[config.mk]
export PLATFORM = sky130hd
export DESIGN_NAME = uabd_detector_flat
export DESIGN_NICKNAME = d
export VERILOG_FILES = /design/src/rtl/uabd_pkg.sv /design/src/rtl/uabd_link_if.sv /design/src/rtl/uabd_detector.sv /design/src/flat_wrapper.sv
export SDC_FILE = /design/constraint.sdc
export NUM_CORES = 1
export LEC_CHECK = 0
export CAP_MARGIN = 20
export CORE_AREA = 2 2 117 97
export CTS_BUF_LIST = sky130_fd_sc_hd__clkbuf_8 sky130_fd_sc_hd__clkbuf_16
export CTS_CLUSTER_DIAMETER = 40
export DETAILED_ROUTE_END_ITERATION = 10
export DIE_AREA = 0 0 119 99
export DONT_BUFFER_PORTS = 1
export PLACE_DENSITY_LB_ADDON = 0.1
export REMOVE_ABC_BUFFERS = 1
export SYNTH_ARGS = -nofsm -noshare
export SYNTH_HDL_FRONTEND = slang
export SYNTH_SLANG_ARGS = --single-unit
[constraint.sdc]
create_clock -name sys_clk -period 2.9 [get_ports sys_clk]
set_clock_uncertainty 0.05 [all_clocks]
set_input_delay 0.29 -clock sys_clk [delete_from_list [all_inputs] [get_ports sys_clk]]
set_output_delay 0.29 -clock sys_clk [all_outputs]
set_load 0.02 [all_outputs]
[src/rtl/uabd_pkg.sv]
// Shared constants for the autobaud detector and the remote sync sender.
// Assumes a single 200 MHz system clock on both ends.
package uabd_pkg;

  // ----------------------------------------------------------------
  // Register map (APB, byte addresses)
  // ----------------------------------------------------------------
  localparam logic [7:0] OFF_CTRL = 8'h00;
  localparam logic [7:0] OFF_DIVISOR = 8'h04;
  localparam logic [7:0] OFF_RXDATA = 8'h08;
  localparam logic [7:0] OFF_STATUS = 8'h0c;
  localparam logic [7:0] OFF_MASK = 8'h10;

  // CTRL fields
  localparam int CTRL_ARM = 0;
  localparam int CTRL_BRK = 1;
  localparam int CTRL_ASYNC = 2;
  localparam int CTRL_WIDE = 3;
  localparam int CTRL_HS = 4;
  localparam int CTRL_RXFLAG = 8;
  localparam int CTRL_HOLD = 9;
  localparam logic [4:0] CTRL_RESET = 5'h00;

  // STATUS / MASK fields
  localparam int ST_DONE = 0;
  localparam int ST_CARRY = 1;
  localparam int ST_WIDTH = 2;

  // ----------------------------------------------------------------
  // Timing
  // ----------------------------------------------------------------
  localparam logic [12:0] CLK_DIV_SLOW = 13'h0200;
  localparam logic [12:0] CLK_DIV_MID = 13'h0080;
  localparam logic [12:0] CLK_DIV_FAST = 13'h0020;
  localparam int CAL_SCALE_SHIFT = 3;
  localparam logic [2:0] EDGE_LAST = 3'h5;
  localparam logic [7:0] SYNC_CHAR = 8'h55;
  localparam int FRAME_BITS = 10;

endpackage

[src/rtl/uabd_link_if.sv]
// Serial line between remote sender and autobaud detector.
// Assumes both ends share sys_clk; the line itself is asynchronous.
`timescale 1ns/1ps
interface uabd_link_if;
  logic serial_line;
  modport dev (input serial_line);
  modport rem (output serial_line);
endinterface

[src/rtl/uabd_detector.sv]
// Autobaud detector: measures the bit period of an incoming sync char.
// Assumes an APB master on sys_clk and an asynchronous serial line.
//
// How it works
// - Measure only in async mode, wake-on-break included
// - Arming clears counter, then awaits start bit
// - Start bit while armed begins the measurement
// - Line edges time the counter, not sampling
// - Remote sends 55h as the sync character
// - Span covers low and high bit times
// - Counting starts at first rising line edge
// - Fifth rising edge leaves period in divisor
// - Fifth rising edge clears autobaud_enable
// - Counter runs at one eighth configured rate
// - Selects pick osc/512, osc/128 or osc/32
// - Divisor pair always forms 16-bit counter
// - Software checks high byte zero in 8-bit modes
// - Receiver held idle throughout measurement
// - Fifth rising edge sets receive_int_flag
// - Reading receive_data_reg clears receive_int_flag
// - With wake-on-break, measure character after break
// - Software keeps baud within measurable range
//
// Design decisions made here: the APB interface to the registers and the address map.
`timescale 1ns/1ps
module uabd_detector (
  input wire logic sys_clk,
  input wire logic reset_n,
  input wire logic psel,
  input wire logic penable,
  input wire logic pwrite,
  input wire logic [7:0] paddr,
  input wire logic [31:0] pwdata,
  output logic [31:0] prdata,
  output logic pready,
  output logic pslverr,
  output logic irq,
  output logic receive_int_flag,
  output logic receiver_hold,
  uabd_link_if.dev link
);

  typedef enum logic [4:0] {
    ST_IDLE = 5'b00001,
    ST_BRK_LOW = 5'b00010,
    ST_ARMED = 5'b00100,
    ST_START = 5'b01000,
    ST_COUNT = 5'b10000
  } uabd_state_t;

  uabd_state_t state;
  logic rx_meta;
  logic rx_sync;
  logic rx_prev;
  logic rise;
  logic fall;
  logic autobaud_enable;
  logic wake_on_break_enable;
  logic async_mode;
  logic wide_divisor_select;
  logic high_speed_select;
  logic [15:0] baud_divisor;
  logic [12:0] pre_cnt;
  logic [12:0] pre_period;
  logic pre_tick;
  logic [2:0] edge_cnt;
  logic done;
  logic carry;
  logic [uabd_pkg::ST_WIDTH-1:0] status;
  logic [uabd_pkg::ST_WIDTH-1:0] mask;
  logic [uabd_pkg::ST_WIDTH-1:0] status_set;
  logic wr_en;
  logic rd_en;

  // Counter clock period in sys_clk cycles, already slowed by eight
  function automatic logic [12:0] counter_period(input logic wide,
                                                 input logic hs);
    logic [12:0] base;
    base = uabd_pkg::CLK_DIV_MID;
    if (!wide && !hs) begin
      base = uabd_pkg::CLK_DIV_SLOW;
    end else if (wide && hs) begin
      base = uabd_pkg::CLK_DIV_FAST;
    end
    return 13'(base << uabd_pkg::CAL_SCALE_SHIFT);
  endfunction

  // ----------------------------------------------------------------
  // Line synchroniser and edge detect
  // ----------------------------------------------------------------
  always_ff @(posedge sys_clk or negedge reset_n) begin
    if (!reset_n) begin
      rx_meta <= 1'b1;
      rx_sync <= 1'b1;
      rx_prev <= 1'b1;
    end else begin
      rx_meta <= link.serial_line;
      rx_sync <= rx_meta;
      rx_prev <= rx_sync;
    end
  end

  assign rise = rx_sync && !rx_prev;
  assign fall = !rx_sync && rx_prev;

  // ----------------------------------------------------------------
  // Counter clock prescaler
  // ----------------------------------------------------------------
  assign pre_period = counter_period(wide_divisor_select,
                                     high_speed_select);
  assign pre_tick = (state == ST_COUNT) && (pre_cnt == pre_period - 13'h1);

  // Restarted at the first rising edge so each run sees full periods
  always_ff @(posedge sys_clk or negedge reset_n) begin
    if (!reset_n) begin
      pre_cnt <= 13'h0000;
    end else if (state != ST_COUNT || pre_tick) begin
      pre_cnt <= 13'h0000;
    end else begin
      pre_cnt <= pre_cnt + 13'h1;
    end
  end

  // ----------------------------------------------------------------
  // Measurement sequencer
  // ----------------------------------------------------------------
  assign done = (state == ST_COUNT) && rise &&
                (edge_cnt == uabd_pkg::EDGE_LAST - 3'h1);

  always_ff @(posedge sys_clk or negedge reset_n) begin
    if (!reset_n) begin
      state <= ST_IDLE;
      edge_cnt <= 3'h0;
    end else begin
      case (state)
        ST_IDLE: begin
          if (autobaud_enable && async_mode) begin
            state <= wake_on_break_enable ? ST_BRK_LOW : ST_ARMED;
          end
        end
        ST_BRK_LOW: begin
          // Break ends on its rising edge; next character is measured
          if (rise) begin
            state <= ST_ARMED;
          end
        end
        ST_ARMED: begin
          if (fall) begin
            state <= ST_START;
          end
        end
        ST_START: begin
          if (rise) begin
            state <= ST_COUNT;
            edge_cnt <= 3'h1;
          end
        end
        ST_COUNT: begin
          if (done) begin
            state <= ST_IDLE;
            edge_cnt <= 3'h0;
          end else if (rise) begin
            edge_cnt <= edge_cnt + 3'h1;
          end
        end
        default: begin
          state <= ST_IDLE;
          edge_cnt <= 3'h0;
        end
      endcase
      // Software may withdraw the arm bit at any time
      if (!autobaud_enable || !async_mode) begin
        state <= ST_IDLE;
        edge_cnt <= 3'h0;
      end
    end
  end

  assign receiver_hold = (state != ST_IDLE);

  // ----------------------------------------------------------------
  // Divisor pair as 16-bit counter
  // ----------------------------------------------------------------
  assign carry = pre_tick && (baud_divisor == 16'hffff);

  always_ff @(posedge sys_clk or negedge reset_n) begin
    if (!reset_n) begin
      baud_divisor <= 16'h0000;
    end else if (state == ST_IDLE && autobaud_enable && async_mode) begin
      baud_divisor <= 16'h0000;
    end else if (pre_tick && !done) begin
      baud_divisor <= baud_divisor + 16'h0001;
    end else if (state == ST_IDLE && wr_en &&
                 paddr == uabd_pkg::OFF_DIVISOR) begin
      baud_divisor <= pwdata[15:0];
    end
  end

  // ----------------------------------------------------------------
  // APB slave and control bits
  // ----------------------------------------------------------------
  assign wr_en = psel && penable && pwrite;
  assign rd_en = psel && penable && !pwrite;
  assign pready = 1'b1;
  assign pslverr = psel && penable &&
                   !(paddr == uabd_pkg::OFF_CTRL ||
                     paddr == uabd_pkg::OFF_DIVISOR ||
                     paddr == uabd_pkg::OFF_RXDATA ||
                     paddr == uabd_pkg::OFF_STATUS ||
                     paddr == uabd_pkg::OFF_MASK);

  always_ff @(posedge sys_clk or negedge reset_n) begin
    if (!reset_n) begin
      {high_speed_select, wide_divisor_select, async_mode,
       wake_on_break_enable, autobaud_enable} <= uabd_pkg::CTRL_RESET;
    end else begin
      if (wr_en && paddr == uabd_pkg::OFF_CTRL) begin
        autobaud_enable <= pwdata[uabd_pkg::CTRL_ARM];
        wake_on_break_enable <= pwdata[uabd_pkg::CTRL_BRK];
        async_mode <= pwdata[uabd_pkg::CTRL_ASYNC];
        wide_divisor_select <= pwdata[uabd_pkg::CTRL_WIDE];
        high_speed_select <= pwdata[uabd_pkg::CTRL_HS];
      end
      // Hardware completion overrides a same-cycle rewrite of the arm bit
      if (done) begin
        autobaud_enable <= 1'b0;
      end
    end
  end

  // Read of receive data register clears flag; new set wins
  always_ff @(posedge sys_clk or negedge reset_n) begin
    if (!reset_n) begin
      receive_int_flag <= 1'b0;
    end else if (done) begin
      receive_int_flag <= 1'b1;
    end else if (rd_en && paddr == uabd_pkg::OFF_RXDATA) begin
      receive_int_flag <= 1'b0;
    end
  end

  // ----------------------------------------------------------------
  // Interrupt status and mask
  // ----------------------------------------------------------------
  assign status_set = {carry, done};

  always_ff @(posedge sys_clk or negedge reset_n) begin
    if (!reset_n) begin
      status <= '0;
    end else if (rd_en && paddr == uabd_pkg::OFF_STATUS) begin
      status <= status_set;
    end else begin
      status <= status | status_set;
    end
  end

  always_ff @(posedge sys_clk or negedge reset_n) begin
    if (!reset_n) begin
      mask <= '0;
    end else if (wr_en && paddr == uabd_pkg::OFF_MASK) begin
      mask <= pwdata[uabd_pkg::ST_WIDTH-1:0];
    end
  end

  assign irq = |(status & mask);

  // ----------------------------------------------------------------
  // Read data, registered in the setup cycle
  // ----------------------------------------------------------------
  always_ff @(posedge sys_clk or negedge reset_n) begin
    if (!reset_n) begin
      prdata <= 32'h0000_0000;
    end else if (psel && !penable && !pwrite) begin
      prdata <= 32'h0000_0000;
      case (paddr)
        uabd_pkg::OFF_CTRL: begin
          prdata[uabd_pkg::CTRL_ARM] <= autobaud_enable;
          prdata[uabd_pkg::CTRL_BRK] <= wake_on_break_enable;
          prdata[uabd_pkg::CTRL_ASYNC] <= async_mode;
          prdata[uabd_pkg::CTRL_WIDE] <= wide_divisor_select;
          prdata[uabd_pkg::CTRL_HS] <= high_speed_select;
          prdata[uabd_pkg::CTRL_RXFLAG] <= receive_int_flag;
          prdata[uabd_pkg::CTRL_HOLD] <= receiver_hold;
        end
        // High half zero after an 8-bit mode run means no carry
        uabd_pkg::OFF_DIVISOR: prdata[15:0] <= baud_divisor;
        uabd_pkg::OFF_STATUS: begin
          prdata[uabd_pkg::ST_WIDTH-1:0] <= status;
        end
        uabd_pkg::OFF_MASK: prdata[uabd_pkg::ST_WIDTH-1:0] <= mask;
        default: prdata <= 32'h0000_0000;
      endcase
    end
  end

endmodule

[src/flat_wrapper.sv]
// flat-port wrapper written by rule: the top's interface ports become plain ports
module uabd_detector_flat 
  (sys_clk, reset_n, psel, penable, pwrite, paddr, pwdata, prdata, pready, pslverr, irq, receive_int_flag, receiver_hold, link_serial_line);
  uabd_link_if link_i ();
  input wire logic sys_clk;
  input wire logic reset_n;
  input wire logic psel;
  input wire logic penable;
  input wire logic pwrite;
  input wire logic [7:0] paddr;
  input wire logic [31:0] pwdata;
  output logic [31:0] prdata;
  output logic pready;
  output logic pslverr;
  output logic irq;
  output logic receive_int_flag;
  output logic receiver_hold;
  input wire logic [$bits(link_i.serial_line)-1:0] link_serial_line;
  assign link_i.serial_line = link_serial_line;
  uabd_detector u_core (.sys_clk(sys_clk), .reset_n(reset_n), .psel(psel), .penable(penable), .pwrite(pwrite), .paddr(paddr), .pwdata(pwdata), .prdata(prdata), .pready(pready), .pslverr(pslverr), .irq(irq), .receive_int_flag(receive_int_flag), .receiver_hold(receiver_hold), .link(link_i));
endmodule
==> out/metrics.yaml <==
path_cells: "and4_1 > nand4_1 > a311o_1 > or2_1 > o41ai_2 > a22o_1"
max-clock-path-buffers: 2
via_per_inst: 5.290
status: "complete, no violations"
drc_errors: 0
finalSetupTns_ns: 0
cp_max_fo: 16
coreArea_sq_um: 10590
powerDensity_nw_per_um2: 541.5
dp_hpwl_um: 7006
die_x_um: 119
gp_congestion: 0.8158
cap_violations: 0
cts_setup_buffers: 0
dieHeight_um: 99
ys_types: 61
crit_path_start_kind: "flip-flop"
yosys_warnings: 0
setup_slack_ns: 0.4111
path_class: "reg2reg"
max_freq_ghz: 0.4018
synth_top_area_cell: "dfrtp_1"
arrival_ns: 2.72
final_area_sq_um: 4100
ys_seq_area_frac: 0.4553
slowest_delay_ns: 0.48
synth_fa_ha_area_frac: 0.01376
peakVddDrop_uv: 313.6
final_nets: 442
num_vias: 2862
cts.sinks: 66
clk_latency_ns: 0.33
yosys-top-cells-area: "dfrtp_1 43%, nor2_1 4.5%, buf_4 3.5%, nand2_1 3.1%, dfstp_2 2.9%"
period_share: 0.8582
crit_required_ns: 3.13
initial_core_util: 0.3435
grt_max_degree: 67
gr-usage-all-layers: 0.1718
yosys.area_share.simple: 0.2012
io_pins: 83
antenna_found_initial: 0
ctsResizeCount: 0
synth_area_sq_um: 3638
dpl_worst_slack_ns: 0.4061
cts_tree: "built"
p_leak_nw: 1.686
dpl_cell_area_sq_um: 3751
cts-root-buf: "clkbuf_16"
cp_slowest_cell: "or2_1"
synth_edf_count: 0
htreeDepth: 3
tightest_slew_ns: 0.5745
synth_compound_gate_area_share: 0.1939
grt-ovfl-total: 0
slew_headroom: 0.6116
dieArea_sq_um: 11780
min_path_type: "in2reg"
rsz0062_at_grt: "no"
syn_inst: 386
wl_um: 9651
wl_per_cell_um: 17.84
synth_top_family_by_area: "simple AND/OR/NAND/NOR gates"
firstDrtPassIters: 4
setup_violations: 0
final_antenna_net_count: 0
numPortBuffers: 0
grt_pass1_vias: 2725
area_growth_pct: 12.69
path_clk_slew_ns: 0.06
drive_above_1_share: 0.1008
drv_slew: 0
hold_viol_final: 0
synth.area.mux_share: 0.03232
holdWs_ns: 0.04267
synthFlopType: "dfrtp_1"
min_period_ns: 2.489
std_cell_rows: 34
cts_made_buffers: 9
dp.cells: 522
power_mw: 2.220
grt_pass1_wl_um: 15320
end_kind: "flip-flop"
synthArstFlopShare: 1.000
n_antenna_cell: 0
fin_util: 0.3871
ys_ff_latch: 66
synth_top_area_share: 0.4264
stdcell_count: 541
drt_iter0_drc: 182
hold_buffers: 3
avgSynthCellArea_sq_um: 9.426
synth_xor_area_frac: 0.03129
==> path summary, 6_finish.rpt <==
kind / cells after the start / startpoint / endpoint / slack (ns)
worst max-delay path: 6 / u_core.pre_cnt[3] / u_core.baud_divisor[5] / 0.41
worst min-delay path: 2 / pwdata[9] / u_core.baud_divisor[9] / 0.04
worst max register to register: 6 / u_core.pre_cnt[3] / u_core.baud_divisor[5] / 0.41
worst min register to register: 0 / u_core.rx_meta / u_core.rx_sync / 0.31
max in group asynchronous: 2 / reset_n / u_core.state[0] / 2.02
min in group asynchronous: 2 / reset_n / u_core.prdata[0] / 0.46
==> layout by cell type, fill, tap and decap left out, drive strengths merged, types with 4 or more instances in the layout <==
master,n
a21boi,4
a21o,5
a21oi,6
a221oi,5
a22o,12
a22oi,6
a31oi,4
and3,6
and4,4
buf,11
clkbuf,9
conb,17
dfrtp,62
dfstp,4
ha,4
inv,17
mux2,6
mux2i,5
nand2,30
nand2b,5
nand3,17
nand4,8
nor2,44
nor2b,7
nor3,6
nor3b,5
o211ai,5
o21ai,20
o41ai,5
xnor2,4
xor2,9
==> logic make-up after synthesis <==
group | after synthesis
compound gates | 96
xor+xnor | 13
fa+ha+maj | 4
buf+inv | 48
flops | 66
mux | 11
other cells | 2
simple gates | 146
==> layout make-up <==
cell class              count  area (sq um)
clock inverters             7         76.32
inverters                  15         56.30
clock buffers               9         225.2
repair buffers             13         122.6
fillers                  1058          6492
multi-input cells         287          1783
well taps                 144         180.2
flip-flops and latches     66          1657
==> report_power, final <==
| group | internal (mW) | leakage [nW] | total, mW | switching, mW |
|---|---|---|---|---|
| clock network | 0.671 | 0.142 | 1.11 | 0.437 |
| logic | 0.0355 | 0.712 | 0.105 | 0.0699 |
| registers | 0.952 | 0.832 | 1.01 | 0.0546 |
==> critical path: cells and delay by family, from the launching register on <==
kind / cells / cell delay, ns
AOI/OAI and AO/OA: 3 / 1.01
DFF: 1 / 0.41
and+or+nand+nor: 3 / 0.96
==> synthesized netlist by cell type (all sizes together) (4+ instances only) <==
master / number
clkbuf: 10
o211ai: 5
nand4: 8
and3: 6
nor2: 44
a21o: 5
mux2i: 5
nand3: 17
o21ai: 20
dfrtp: 62
nand2: 30
nor3: 6
mux2: 6
nor3b: 5
a22o: 12
dfstp: 4
nand2b: 5
a31oi: 4
nor2b: 7
ha: 4
xor2: 9
buf: 23
o41ai: 5
a21oi: 6
xnor2: 4
a22oi: 6
and4: 4
inv: 15
a221oi: 5
a21boi: 4
==> routing by layer <==
layer  global-route usage  vias to the layer above  part of all wire
li1                     -                     1394                 -
met2               0.2202                       79              0.39
met3              0.05150                        4             0.062
met4              0.05586                        0            0.0075
met5                    0                        -                 0
met1               0.2688                     1385              0.54
==> registers in the layout (all words and copies together) (netlist names), 2 cells and up <==
signal               cells
u_core.edge_cnt          3
u_core.baud_divisor     16
u_core.prdata           16
u_core.pre_cnt          13
u_core.mask              2
u_core.status            2
u_core.state             5
No activity file was read; power rests on OpenSTA's default activity.
